## config.mk

```make
export PLATFORM = sky130hd
export DESIGN_NAME = mca_counter_alarm
export DESIGN_NICKNAME = d
export VERILOG_FILES = /design/src/mca_pkg.sv /design/src/mca_divider.sv /design/src/mca_counter_alarm.sv
export SDC_FILE = /design/constraint.sdc
export NUM_CORES = 1
export LEC_CHECK = 0
export BUFFER_PORTS_ARGS = -buffer_cell sky130_fd_sc_hd__buf_2
export CORE_MARGIN = 4
export CORE_UTILIZATION = 42
export DETAILED_ROUTE_END_ITERATION = 7
export PLACE_DENSITY = 0.58
export SLEW_MARGIN = 20
export SYNTH_ARGS = -nofsm -noshare
export SYNTH_HDL_FRONTEND = slang
export SYNTH_SLANG_ARGS = --single-unit
export TNS_END_PERCENT = 100
```

## constraint.sdc

```tcl
create_clock -name CLK_I -period 32.7 [get_ports CLK_I]
set_input_delay 1.635 -clock CLK_I [delete_from_list [all_inputs] [get_ports CLK_I]]
set_output_delay 1.635 -clock CLK_I [all_outputs]
set_load 0.05 [all_outputs]
```

## src/mca_pkg.sv

```systemverilog
// Constants for the maintenance counter and alarm block.
// Assumes a 25 MHz system clock and a plain strobe register port.
package mca_pkg;
  localparam int unsigned CLK_HZ          = 25_000_000;
  localparam int unsigned HOLD_TIME_S     = 5;
  localparam int unsigned HOLD_CYCLES     = HOLD_TIME_S * CLK_HZ;
  localparam int unsigned TICK_TIME_S     = 36_000;
  // Ten hours of system clock does not fit in 32 bits
  localparam longint unsigned TICK_CYCLES = 64'(TICK_TIME_S) * 64'(CLK_HZ);
  localparam logic [7:0] ADDR_RUN_TIME    = 8'h00;
  localparam logic [7:0] ADDR_STARTS      = 8'h04;
  localparam logic [7:0] ADDR_INTERVAL    = 8'h08;
  localparam logic [7:0] ADDR_START_LIMIT = 8'h0C;
  localparam logic [7:0] ADDR_MOCK_ALARM  = 8'h10;
  localparam logic [7:0] ADDR_HIST_CLEAR  = 8'h14;
  localparam logic [7:0] ADDR_ASSIGN      = 8'h18;
  localparam logic [7:0] ADDR_STATUS      = 8'h1C;
  localparam logic [7:0] ADDR_HISTORY     = 8'h20;
  localparam logic [7:0] ADDR_RUN_M23     = 8'h24;
  localparam logic [7:0] ADDR_RUN_M4      = 8'h28;
  localparam logic [7:0] CODE_MAINS_M1    = 8'h48;
  localparam logic [7:0] CODE_MAINS_M4    = 8'h4B;
  localparam logic [7:0] CODE_MNT_OUT     = 8'h54;
  localparam logic [7:0] CODE_ALM_OUT     = 8'h63;
  localparam logic [7:0] MOCK_CODE        = 8'hEE;
  localparam logic [15:0] INTERVAL_MAX    = 16'h270F;
  localparam int unsigned HIST_DEPTH      = 4;
  localparam int unsigned ASSIGN_DI_LSB   = 0;
  localparam int unsigned ASSIGN_DO_LSB   = 8;
  localparam int unsigned ASSIGN_AO_LSB   = 16;
endpackage : mca_pkg

```

## src/mca_divider.sv

```systemverilog
// Divider giving a one-cycle enable pulse every DIVIDE cycles while run_i is high; count restarts while run_i is low.
// Assumes a single clock domain.
module mca_divider #(
  parameter longint unsigned DIVIDE = 16
) (
  input  wire logic clk_i,
  input  wire logic rst_i,
  input  wire logic run_i,
  output logic      tick_o
);
  // Wide enough for a ten-hour period at the system clock
  logic [39:0] count;
  wire         at_end = (count == 40'(DIVIDE - 1));

  always_ff @(posedge clk_i or posedge rst_i) begin
    if (rst_i) begin
      count  <= 40'h0;
      tick_o <= 1'b0;
    end else begin
      tick_o <= run_i & at_end;
      if (!run_i || at_end) begin
        count <= 40'h0;
      end else begin
        count <= count + 40'h1;
      end
    end
  end
endmodule : mca_divider

```

## src/mca_counter_alarm.sv

```systemverilog
// Maintenance run-time / startup counters, maintenance due output, mock alarm.
// Assumes motor and pin inputs are asynchronous; registers via a strobe port.
// What this block does
// - Run-time counter may be preset; writing zero clears it.
// - Counts motor 1 run time while assigned mains contactor input is closed.
// - Motors 2 to 4 counted from mains inputs assigned codes 73 to 75.
// - Counters held binary internally; keypad does decimal conversion.
// - Interval in ten-hour units, zero disables, valid 1 to 9999.
// - Run time reaching interval raises maintenance due.
// - Startup limit 16 bits, zero disables, 0001 to FFFF active.
// - Startup count reaching limit raises maintenance due.
// - Maintenance due reaches a terminal only when assigned code 84.
// - New interval or limit written clears due and restarts counting.
// - Threshold comparison is made for motor 1 only.
// - Writing 1 to mock alarm shows fault and drives assigned alarm output.
// - Mock alarm setting returns to 0 by itself.
// - Mock alarm is recorded in alarm history like a real alarm.
// - History clear erases alarm data, then setting returns to 0.
// - Key pair held at least 5 seconds raises a mock alarm.
// - Counter value 0000 is the reset point for maintenance counting.
//
// The address map and strobed register access were chosen for this implementation.
module mca_counter_alarm
  import mca_pkg::*;
#(
  parameter int unsigned HOLD_COUNT = HOLD_CYCLES,
  parameter longint unsigned TICK_COUNT = TICK_CYCLES
) (
  // Clock and reset
  input  wire logic        CLK_I,
  input  wire logic        RST_I,
  // Register port
  input  wire logic [7:0]  ADDR_I,
  input  wire logic [31:0] WDATA_I,
  input  wire logic        WR_I,
  input  wire logic        RD_I,
  output logic      [31:0] RDATA_O,
  // Motor and terminal inputs
  input  wire logic        MOTOR_RUN_I,
  input  wire logic [3:0]  DIG_IN_I,
  input  wire logic        KEY_PAIR_I,
  input  wire logic        REAL_ALARM_I,
  input  wire logic [7:0]  REAL_ALARM_CODE_I,
  // Outputs
  output logic             DIG_OUT_MNT_O,
  output logic             ALARM_OUT_O,
  output logic             MOCK_FAULT_O
);
  logic [1:0]  run_sync;
  logic [1:0]  key_sync;
  logic [1:0]  alm_sync;
  logic [3:0]  di_s1;
  logic [3:0]  di_s2;
  logic [7:0]  code_s1;
  logic [7:0]  code_s2;
  logic        run_prev;
  logic        alm_prev;
  logic [15:0] motor1_run_time_counter;
  logic [15:0] run_time_m [2:4];
  logic [15:0] motor1_startup_counter;
  logic [15:0] maintenance_interval_setting;
  logic [15:0] preset_startup_limit;
  logic [23:0] assign_cfg;
  logic        maintenance_due;
  logic        mock_latched;
  logic [31:0] hold_cnt;
  logic        key_done;
  logic [7:0]  history [0:HIST_DEPTH-1];
  logic [31:0] rdata_next;
  logic [3:0]  m_tick;

  // Mains-drive status per motor: assigned input terminal closed
  function automatic logic mains_on(input logic [7:0] code, input logic [3:0] di,
                                    input logic [7:0] sel);
    return (sel == code) && (di != 4'h0);
  endfunction : mains_on

  wire [7:0] di_code   = assign_cfg[ASSIGN_DI_LSB +: 8];
  wire [7:0] do_code   = assign_cfg[ASSIGN_DO_LSB +: 8];
  wire [7:0] ao_code   = assign_cfg[ASSIGN_AO_LSB +: 8];
  wire       run_m1    = run_sync[1] | mains_on(CODE_MAINS_M1, di_s2, di_code);
  wire       wr_run    = WR_I && (ADDR_I == ADDR_RUN_TIME);
  wire       wr_starts = WR_I && (ADDR_I == ADDR_STARTS);
  wire       wr_intv   = WR_I && (ADDR_I == ADDR_INTERVAL);
  wire       wr_limit  = WR_I && (ADDR_I == ADDR_START_LIMIT);
  wire       wr_mock   = WR_I && (ADDR_I == ADDR_MOCK_ALARM) && (WDATA_I[0] == 1'b1);
  wire       wr_clear  = WR_I && (ADDR_I == ADDR_HIST_CLEAR) && (WDATA_I[0] == 1'b1);
  wire       wr_assign = WR_I && (ADDR_I == ADDR_ASSIGN);
  wire       start_evt = run_sync[1] & ~run_prev;
  wire       key_hit   = key_sync[1] && (hold_cnt == 32'(HOLD_COUNT - 1)) && !key_done;
  wire       mock_evt  = wr_mock | key_hit;
  wire       real_evt  = alm_sync[1] & ~alm_prev;
  wire       hit_time  = (maintenance_interval_setting != 16'h0) &&
                         (motor1_run_time_counter >= maintenance_interval_setting);
  wire       hit_start = (preset_startup_limit != 16'h0) &&
                         (motor1_startup_counter >= preset_startup_limit);
  wire [15:0] intv_wr  = (WDATA_I[15:0] > INTERVAL_MAX) ? INTERVAL_MAX : WDATA_I[15:0];

  // Input synchronisers
  always_ff @(posedge CLK_I or posedge RST_I) begin
    if (RST_I) begin
      run_sync <= 2'h0;
      key_sync <= 2'h0;
      alm_sync <= 2'h0;
      di_s1    <= 4'h0;
      di_s2    <= 4'h0;
      run_prev <= 1'b0;
      alm_prev <= 1'b0;
      code_s1  <= 8'h0;
      code_s2  <= 8'h0;
    end else begin
      run_sync <= {run_sync[0], MOTOR_RUN_I};
      key_sync <= {key_sync[0], KEY_PAIR_I};
      alm_sync <= {alm_sync[0], REAL_ALARM_I};
      di_s1    <= DIG_IN_I;
      di_s2    <= di_s1;
      run_prev <= run_sync[1];
      alm_prev <= alm_sync[1];
      code_s1  <= REAL_ALARM_CODE_I;
      code_s2  <= code_s1;
    end
  end

  // Ten-hour tick per motor
  genvar g;
  for (g = 1; g <= 4; g++) begin : g_tick
    wire run_g = (g == 1) ? run_m1 :
                 mains_on(8'(CODE_MAINS_M1 + 8'(g - 1)), di_s2, di_code);
    mca_divider #(.DIVIDE(TICK_COUNT)) u_div (
      .clk_i  (CLK_I),
      .rst_i  (RST_I),
      .run_i  (run_g),
      .tick_o (m_tick[g-1])
    );
  end

  // Counters, held in binary; keypad converts for display
  always_ff @(posedge CLK_I or posedge RST_I) begin
    if (RST_I) begin
      motor1_run_time_counter <= 16'h0;
      motor1_startup_counter  <= 16'h0;
      run_time_m[2]           <= 16'h0;
      run_time_m[3]           <= 16'h0;
      run_time_m[4]           <= 16'h0;
    end else begin
      if (wr_run) begin
        motor1_run_time_counter <= WDATA_I[15:0];
      end else if (wr_intv) begin
        motor1_run_time_counter <= 16'h0;
      end else if (m_tick[0] && motor1_run_time_counter != 16'hFFFF) begin
        motor1_run_time_counter <= motor1_run_time_counter + 16'h1;
      end
      if (wr_starts) begin
        motor1_startup_counter <= WDATA_I[15:0];
      end else if (wr_limit) begin
        motor1_startup_counter <= 16'h0;
      end else if (start_evt && motor1_startup_counter != 16'hFFFF) begin
        motor1_startup_counter <= motor1_startup_counter + 16'h1;
      end
      for (int m = 2; m <= 4; m++) begin
        if (m_tick[m-1] && run_time_m[m] != 16'hFFFF) begin
          run_time_m[m] <= run_time_m[m] + 16'h1;
        end
      end
    end
  end

  // Settings and maintenance due flag
  always_ff @(posedge CLK_I or posedge RST_I) begin
    if (RST_I) begin
      maintenance_interval_setting <= 16'h0;
      preset_startup_limit         <= 16'h0;
      assign_cfg                   <= 24'h0;
      maintenance_due              <= 1'b0;
    end else begin
      if (wr_intv) begin
        maintenance_interval_setting <= intv_wr;
      end
      if (wr_limit) begin
        preset_startup_limit <= WDATA_I[15:0];
      end
      if (wr_assign) begin
        assign_cfg <= WDATA_I[23:0];
      end
      if (wr_intv || wr_limit) begin
        maintenance_due <= 1'b0;
      end else if (hit_time || hit_start) begin
        maintenance_due <= 1'b1;
      end
    end
  end

  // Key pair hold timer and mock alarm
  always_ff @(posedge CLK_I or posedge RST_I) begin
    if (RST_I) begin
      hold_cnt     <= 32'h0;
      key_done     <= 1'b0;
      mock_latched <= 1'b0;
    end else begin
      if (!key_sync[1]) begin
        hold_cnt <= 32'h0;
        key_done <= 1'b0;
      end else if (key_hit) begin
        key_done <= 1'b1;
      end else if (!key_done) begin
        hold_cnt <= hold_cnt + 32'h1;
      end
      // Setting itself is never stored, so it always reads back as 0
      if (mock_evt) begin
        mock_latched <= 1'b1;
      end else if (WR_I && ADDR_I == ADDR_MOCK_ALARM) begin
        mock_latched <= 1'b0;
      end
    end
  end

  // Alarm history, newest at slot 0
  always_ff @(posedge CLK_I or posedge RST_I) begin
    if (RST_I) begin
      for (int i = 0; i < HIST_DEPTH; i++) begin
        history[i] <= 8'h0;
      end
    end else if (mock_evt || real_evt) begin
      history[0] <= mock_evt ? MOCK_CODE : code_s2;
      for (int i = 1; i < HIST_DEPTH; i++) begin
        history[i] <= history[i-1];
      end
    end else if (wr_clear) begin
      for (int i = 0; i < HIST_DEPTH; i++) begin
        history[i] <= 8'h0;
      end
    end
  end

  // Read mux
  always_comb begin
    rdata_next = 32'h0;
    case (ADDR_I)
      ADDR_RUN_TIME:    rdata_next = {16'h0, motor1_run_time_counter};
      ADDR_STARTS:      rdata_next = {16'h0, motor1_startup_counter};
      ADDR_INTERVAL:    rdata_next = {16'h0, maintenance_interval_setting};
      ADDR_START_LIMIT: rdata_next = {16'h0, preset_startup_limit};
      ADDR_ASSIGN:      rdata_next = {8'h0, assign_cfg};
      ADDR_STATUS:      rdata_next = {29'h0, mock_latched, ALARM_OUT_O, maintenance_due};
      ADDR_HISTORY:     rdata_next = {history[3], history[2], history[1], history[0]};
      ADDR_RUN_M23:     rdata_next = {run_time_m[3], run_time_m[2]};
      ADDR_RUN_M4:      rdata_next = {16'h0, run_time_m[4]};
      default:          rdata_next = 32'h0;
    endcase
  end

  // Outputs from flip-flops
  always_ff @(posedge CLK_I or posedge RST_I) begin
    if (RST_I) begin
      RDATA_O       <= 32'h0;
      DIG_OUT_MNT_O <= 1'b0;
      ALARM_OUT_O   <= 1'b0;
      MOCK_FAULT_O  <= 1'b0;
    end else begin
      RDATA_O       <= RD_I ? rdata_next : 32'h0;
      DIG_OUT_MNT_O <= maintenance_due && (do_code == CODE_MNT_OUT);
      MOCK_FAULT_O  <= mock_latched | mock_evt;
      ALARM_OUT_O   <= (mock_latched | mock_evt | alm_sync[1]) &&
                       (ao_code == CODE_ALM_OUT);
    end
  end

  mnt_clear_a: assert property (@(posedge CLK_I) disable iff (RST_I)
    (wr_intv || wr_limit) |=> !maintenance_due)
    else $error("due not cleared by new setting");
  mnt_route_a: assert property (@(posedge CLK_I) disable iff (RST_I)
    DIG_OUT_MNT_O |-> $past(do_code) == CODE_MNT_OUT)
    else $error("due output without assignment");
  run_zero_a: assert property (@(posedge CLK_I) disable iff (RST_I)
    (wr_run && WDATA_I[15:0] == 16'h0) |=> motor1_run_time_counter == 16'h0)
    else $error("run time not cleared");
  start_count_a: assert property (@(posedge CLK_I) disable iff (RST_I)
    (start_evt && !wr_starts && !wr_limit && motor1_startup_counter != 16'hFFFF) |=>
      motor1_startup_counter == $past(motor1_startup_counter) + 16'h1)
    else $error("startup not counted");
  time_due_a: assert property (@(posedge CLK_I) disable iff (RST_I)
    (hit_time && !wr_intv && !wr_limit) |=> maintenance_due)
    else $error("interval hit ignored");
  start_due_a: assert property (@(posedge CLK_I) disable iff (RST_I)
    (hit_start && !wr_intv && !wr_limit) |=> maintenance_due)
    else $error("startup limit hit ignored");
  mock_fault_a: assert property (@(posedge CLK_I) disable iff (RST_I)
    wr_mock |=> MOCK_FAULT_O && history[0] == MOCK_CODE)
    else $error("mock alarm not raised");
  hist_clear_a: assert property (@(posedge CLK_I) disable iff (RST_I)
    (wr_clear && !mock_evt && !real_evt) |=> history[0] == 8'h0)
    else $error("history not cleared");
  intv_range_a: assert property (@(posedge CLK_I) disable iff (RST_I)
    maintenance_interval_setting <= INTERVAL_MAX)
    else $error("interval out of range");
  rdata_idle_a: assert property (@(posedge CLK_I) disable iff (RST_I)
    !$past(RD_I) |-> RDATA_O == 32'h0)
    else $error("read data outside read cycle");
  run_tick_a: assert property (@(posedge CLK_I) disable iff (RST_I)
    (m_tick[0] && !wr_run && !wr_intv && motor1_run_time_counter != 16'hFFFF) |=>
      motor1_run_time_counter == $past(motor1_run_time_counter) + 16'h1)
    else $error("run time tick not counted");
  hist_real_a: assert property (@(posedge CLK_I) disable iff (RST_I)
    (real_evt && !mock_evt) |=> history[0] == $past(code_s2))
    else $error("real alarm not recorded");
  alarm_route_a: assert property (@(posedge CLK_I) disable iff (RST_I)
    ALARM_OUT_O |-> $past(ao_code) == CODE_ALM_OUT)
    else $error("alarm output without assignment");
endmodule : mca_counter_alarm

```

## Word level (Yosys, flattened, before mapping)

Cells that the tools add are included.

- Reductions and logical operators: 46
- Add/sub/neg operators: 10
- Bitwise operators: 12
- Order comparisons: 3
- Mux-type cells: 25
- Eq/ne operators: 29

Operators with widths:

| kind | number |
|---|---|
| $pmux 32 s9 | 1 |
| $mux 32 | 6 |
| $add 40x1->40 const B | 4 |
| $eq 40x40->1 const B | 4 |
| $mux 40 | 4 |
| $mux 16 | 7 |
| $add 16x1->16 const B | 5 |
| $ne 16x16->1 const B | 5 |
| $eq 8x7->1 const B | 6 |
| $add 32x1->32 const B | 1 |
| $eq 32x27->1 const B | 1 |
| $eq 8x5->1 const B | 4 |
| $ge 16x16->1 | 2 |
| $reduce_bool 16->1 | 2 |
| $eq 8x6->1 const B | 3 |
| $logic_and 1x1->1 | 24 |
| $eq 8x4->1 const B | 2 |
| $gt 16x14->1 const B | 1 |
| $eq 8x3->1 const B | 1 |
| $logic_not 8->1 | 1 |
| $mux 8 | 1 |
| $logic_or 1x1->1 | 7 |
| $and 1x1->1 | 6 |
| $mux 1 | 6 |
| 9 further kinds | 21 |

- Bits in registers: 434
- Output and inout bits: 35
- Word-level logic and storage cells: 162
- Bits of input ports: 59

## Longest topological paths before layout

- Depth in word-level cells: 7
- Depth in mapped cells: 9
- Depth with buffers taken out: 7

## Cells and area by module

A second synthesis with hierarchy kept.

- Cells, all modules: 2,161
- Area total of the unflattened synthesis: 22,147.5 µm²

By module, submodules not included:

| module | area each (µm²) | cells an instance | times used | sequential area each (µm²) |
|---|---|---|---|---|
| mca_counter_alarm | 13,439.1 | 1,257 | 1 | 6,756.5 |
| mca_divider | 2,177.1 | 226 | 4 | 1,026.0 |

## Worst setup path after synthesis

OpenSTA, ideal clock, no wires.

- Path kind: input -> register
- From: input port ADDR_I[0]
- To: register motor1_run_time_counter[10]
- Data required time: 32.564 ns
- Stages on the path: 7
- Buffers on the path: 2
- Slack: 29.201 ns
- Arrival: 3.362 ns
- Library setup time: 0.136 ns
- Cells stage by stage: clkbuf_1 or4_1 nor3_2 nor2_1 clkbuf_1 a32oi_1 a31oi_1

- Cells in the longest elaborated chain, start to end: 4
- Elaborated cells on any way between the ends: 7
- Those cells by class: eq/ne (1); mux (2); reduce/logical (4)

RTL lines:

| what | line | RTL |
|---|---|---|
| from (decl) | mca_counter_alarm.sv:33 | `input wire logic [7:0] ADDR_I,` |
| $eq 8x4->1 | mca_counter_alarm.sv:84 | `wire wr_intv = WR_I && (ADDR_I == ADDR_INTERVAL);` |
| $logic_and 1x1->1 | mca_counter_alarm.sv:84 |  |
| $mux 16 | mca_counter_alarm.sv:148 | `end else if (wr_intv) begin` |
| $mux 16 | mca_counter_alarm.sv:146 | `if (wr_run) begin` |
| to (signal assigned) | mca_counter_alarm.sv:147 | `motor1_run_time_counter <= WDATA_I[15:0];` |
| to (signal assigned) | mca_counter_alarm.sv:151 | `motor1_run_time_counter <= motor1_run_time_counter + 16'h1;` |
| to (decl) | mca_counter_alarm.sv:58 | `logic [15:0] motor1_run_time_counter;` |

Parallel ways exist; a longest one is shown, timed or not.
A chain may end at the register's enable or synchronous reset.

## Worst setup path after layout

- From: input port ADDR_I[1]
- To: register maintenance_interval_setting[8]

- Cells in the longest elaborated chain, start to end: 2

RTL lines:

| what | line | RTL |
|---|---|---|
| $eq 8x4->1 | mca_counter_alarm.sv:84 |  |
| $logic_and 1x1->1 | mca_counter_alarm.sv:84 |  |
| to (signal assigned) | mca_counter_alarm.sv:177 | `maintenance_interval_setting <= intv_wr;` |
| to (decl) | mca_counter_alarm.sv:61 | `logic [15:0] maintenance_interval_setting;` |

No other way between the ends.

==> metrics.csv <==
stage;metric;value;unit
logic_synthesis;yosys_most_used_dff;sky130_fd_sc_hd__dfrtp_1;
clocking;cts-resized-gates;0;
sta;hold_viol_final;0;
finish;stdcell_count;2890;
sta;finalCriticalPeriod;3.945;ns
setup_path;setup.reg_to_reg.worst_slack;29.76;ns
setup_path;critPathLaunch;ADDR_I[1];
clocking;clock_tree.root_cell;sky130_fd_sc_hd__clkbuf_16;
floorplanning;dieArea;0.05463;mm2
pwr;ir_drop;36.19;uV
logic_synthesis;area_contributors_post_synth;sky130_fd_sc_hd__dfrtp_1 51%, sky130_fd_sc_hd__xor2_1 4.1%, sky130_fd_sc_hd__nor2_1 3.9%, sky130_fd_sc_hd__xnor2_1 3.2%, sky130_fd_sc_hd__nand4_1 2.8%;
pwr;total_power;1.200;mW
sta;max_clock_freq;253.5;MHz
place;post-place-ws;28.13;ns
sta;final-setup-viol-count;0;
clocking;clock_tree.buffer_depth;3;
setup_path;criticalPathCategory;input pin to flop;
setup_path;crit_path_top_delay_cell;sky130_fd_sc_hd__nor4b_2;
global_routing;global_route.overflow_total;0;
setup_path;regToRegStartpoint;di_s2[1];
floorplanning;floorplan.die.width;233.7;um
global_routing;first_global_vias;16310;
logic_synthesis;post_synth_inst_count;2107;
route;routed_wire_length_per_instance;19.29;um
global_routing;grt_start_max_net_pins;162;
finish;num-nets-final;2281;
global_routing;grt_util_all_layers;0.2033;
global_routing;grt_pass1_wl;90.22;mm
pwr;power_density;49.53;mW/mm2
clocking;clock_insertion_delay_at_the_later_pin_of_the_skew_report;0.59;ns
finish;storage_cell_area;0.01086;mm2
worst_hold_path;hold-path-cell-count;0;
place;gp_congestion;0.9154;
logic_synthesis;syn_area_per_cell;10.16;um2
logic_synthesis;yosysWarningCount;0;
sta;slew-limit-headroom;0.2020;
worst_hold_path;holdCritPathClass;flop to flop;
logic_synthesis;synth_top_area_cell;sky130_fd_sc_hd__dfrtp_1;
clocking;holdBufCountCts;0;
clocking;cts.reportedPaths.clkPinSlew;0.06;ns
sta;worst_slew_pin_tran;1.180;ns
clocking;cts.htree.levels;2;
route;met3RoutedLength;3.378;mm
logic_synthesis;ys_seq_area_frac;0.5075;
setup_path;endpoint_kind;flop;
sta;setup_total_negative_slack;0;ns
sta;unrepaired_setup_endpoints_after_global_routing;no;
place;io_buffers;85;
global_routing;initial_antenna_violation_count;1;
setup_path;path_delay_family;simple AND/OR/NAND/NOR gates;
sta;postLayoutSetupSlackWorst;28.76;ns
run;maxCapViolCount;0;
floorplanning;dieHeight;233.7;um
setup_path;path_cells;buf_2 > nor4b_2 > nand3_1 > nor3_1 > and2_1 > a22oi_1;
finish;fillCellCount;4734;
finish;syn_to_final_growth;13.18;%
route;initial_drt_pass_iterations;6;
logic_synthesis;synthesis_stage_register_bit_count;434;
sta;skew;0.02242;ns
route;wl_met1;25.36;mm
clocking;cts-buffers-inserted;49;
setup_path;worst-r2r-cell-count;5;
worst_hold_path;hold_path_startpoint;di_s1[2];
logic_synthesis;yosys.cell_count.top_type;sky130_fd_sc_hd__dfrtp_1;
route;ant_nets;0;
clocking;post-cts-setup-buffer-count;0;
logic_synthesis;syn_area;0.02140;mm2
clocking;cts_tree;done;
pwr;static-leakage-power;10.01;nW
finish;combined_area_of_the_multi_input_logic_cells;0.009992;mm2
outcome;status;completed;
logic_synthesis;netlist_top_cells_count;434 x sky130_fd_sc_hd__dfrtp_1, 225 x sky130_fd_sc_hd__nor2_1, 141 x sky130_fd_sc_hd__nand2_1;
worst_hold_path;hold_path_end;di_s2[2];
route;viasPerCell;5.816;
setup_path;critical_path_maximum_fanout;16;
route;topRoutingLayerUsed;met5;
floorplanning;start_util;0.4257;
logic_synthesis;synthArstFlopShare;1.000;
sta;period_share;0.1206;
floorplanning;io_pins;94;
clocking;tritoncts_num_sinks;434;
place;detailedPlacementHpwl;38.32;mm
logic_synthesis;synth_largest_type_area_fraction;0.5075;
route;vias_after_detailed_routing;16810;
route;drt_iter0_markers;1386;
floorplanning;floorplan.core_area;0.05027;mm2
logic_synthesis;synth_enable_flop_cells;0;
logic_synthesis;synth_fp_nets;2208;
setup_path;r2r_end;g_tick[1].u_div.count[9];
setup_path;cp.buffers_inverters;1;
setup_path;critical_path_required_time;33.13;ns
finish;antennaDiodeCount;0;
logic_synthesis;yosysUniqueCellTypes;76;
route;met2_wirelength;25.53;mm
floorplanning;floorplan.rows;82;
route;drcViolationCount;0;
finish;drive_gt1_frac;0.1217;
place;dpl.cell_count;2801;
sta;max_slew_violations;0;
setup_path;crit_path_max_incr_delay;0.85;ns
setup_path;worst-endpoint-arrival;4.38;ns
setup_path;start_kind;input pin;
route;wirelength;55.74;mm
-- worst max-delay path by stage --
stage | endpoint | slack (ns) | cells after the start
after floorplan | ALARM_OUT_O | 18.98 | 1
after CTS | maintenance_interval_setting[8] | 28.75 | 6
after global placement | maintenance_interval_setting[8] | 28.21 | 6
after global routing | assign_cfg[9] | 28.65 | 4
after detailed placement | maintenance_interval_setting[8] | 28.13 | 6
final | maintenance_interval_setting[8] | 28.76 | 6
-- final cells by class --
type / count / area share
clock buffer: 66 / 0.05698
clock inverter: 23 / 0.01214
inverter: 67 / 0.01069
multi-input combinational: 1522 / 0.4125
sequential: 434 / 0.4484
tap: 672 / 0.03471
timing repair buffer: 106 / 0.02459
-- kinds of logic after synthesis --
family                     synth area share
and+or+nand+nor                      0.2189
adders and majority gates           0.02456
DFF                                  0.5075
buffers and inverters               0.02800
AOI/OAI and AO/OA                    0.1223
muxes                               0.02590
xor gates and xnor gates            0.07285
-- metrics by stage --
stage	util	area, um2	hold slack (ns)
after floorplan	-	21400	0.3312
after global placement	0.4483	22540	0.3335
after detailed placement	0.4483	22540	0.3347
after CTS	0.4816	24210	0.3469
after global routing	0.4818	24220	0.3479
final	0.4818	24220	0.3465
-- layout by cell type (no fill, tap or decap), types with 43 or more instances in the layout --
| cell type | synthesis | routed |
|---|---|---|
| sky130_fd_sc_hd__clkbuf_16 | 0 | 49 |
| sky130_fd_sc_hd__a22oi_1 | 66 | 66 |
| sky130_fd_sc_hd__mux2_2 | 43 | 43 |
| sky130_fd_sc_hd__nand3_1 | 120 | 120 |
| sky130_fd_sc_hd__xor2_1 | 100 | 100 |
| sky130_fd_sc_hd__nor2_1 | 225 | 222 |
| sky130_fd_sc_hd__nand2_1 | 141 | 141 |
| sky130_fd_sc_hd__buf_2 | 8 | 85 |
| sky130_fd_sc_hd__and3_1 | 44 | 44 |
| sky130_fd_sc_hd__dfrtp_1 | 434 | 434 |
| sky130_fd_sc_hd__inv_1 | 67 | 66 |
| sky130_fd_sc_hd__xnor2_1 | 78 | 78 |
| sky130_fd_sc_hd__a21oi_1 | 61 | 61 |
| sky130_fd_sc_hd__nand4_1 | 97 | 97 |
| sky130_fd_sc_hd__nor3_1 | 46 | 46 |
| sky130_fd_sc_hd__o21ai_0 | 59 | 59 |
-- worst register-to-register path: stages (launching register included) --
cell and delay (ns):
sky130_fd_sc_hd__dfrtp_1 0.35, sky130_fd_sc_hd__nor4_1 0.87, sky130_fd_sc_hd__nor4b_2 0.18, sky130_fd_sc_hd__a31oi_1 0.51
sky130_fd_sc_hd__nand2b_2 0.74, sky130_fd_sc_hd__nor2_1 0.14
-- report_power, final --
group          switching, mW  internal [mW]  leakage [nW]
registers             0.0216          0.553          5.84
logic                 0.0357         0.0225          3.34
clock network          0.224          0.343         0.832
total                  0.281          0.918          10.0
-- state kept, by name (all words and copies together), names as in the netlist, 2 cells and up --
name	count
RDATA_O	32
alm_sync	2
assign_cfg	24
code_s1	8
code_s2	8
di_s1	4
di_s2	4
g_tick.u_div.count	160
g_tick.u_div.tick_o	4
history	32
hold_cnt	32
key_sync	2
maintenance_interval_setting	16
motor1_run_time_counter	16
motor1_startup_counter	16
preset_startup_limit	16
run_sync	2
run_time_m	48
-- per-layer routing --
| metal | vias to the layer above | GRT usage |
|---|---|---|
| li1 | 7907 | - |
| met1 | 8311 | 0.2899 |
| met2 | 485 | 0.3189 |
| met3 | 102 | 0.03547 |
| met4 | 2 | 0.06183 |
| met5 | - | 0 |
Note: power is estimated with default switching activity, not from simulation.
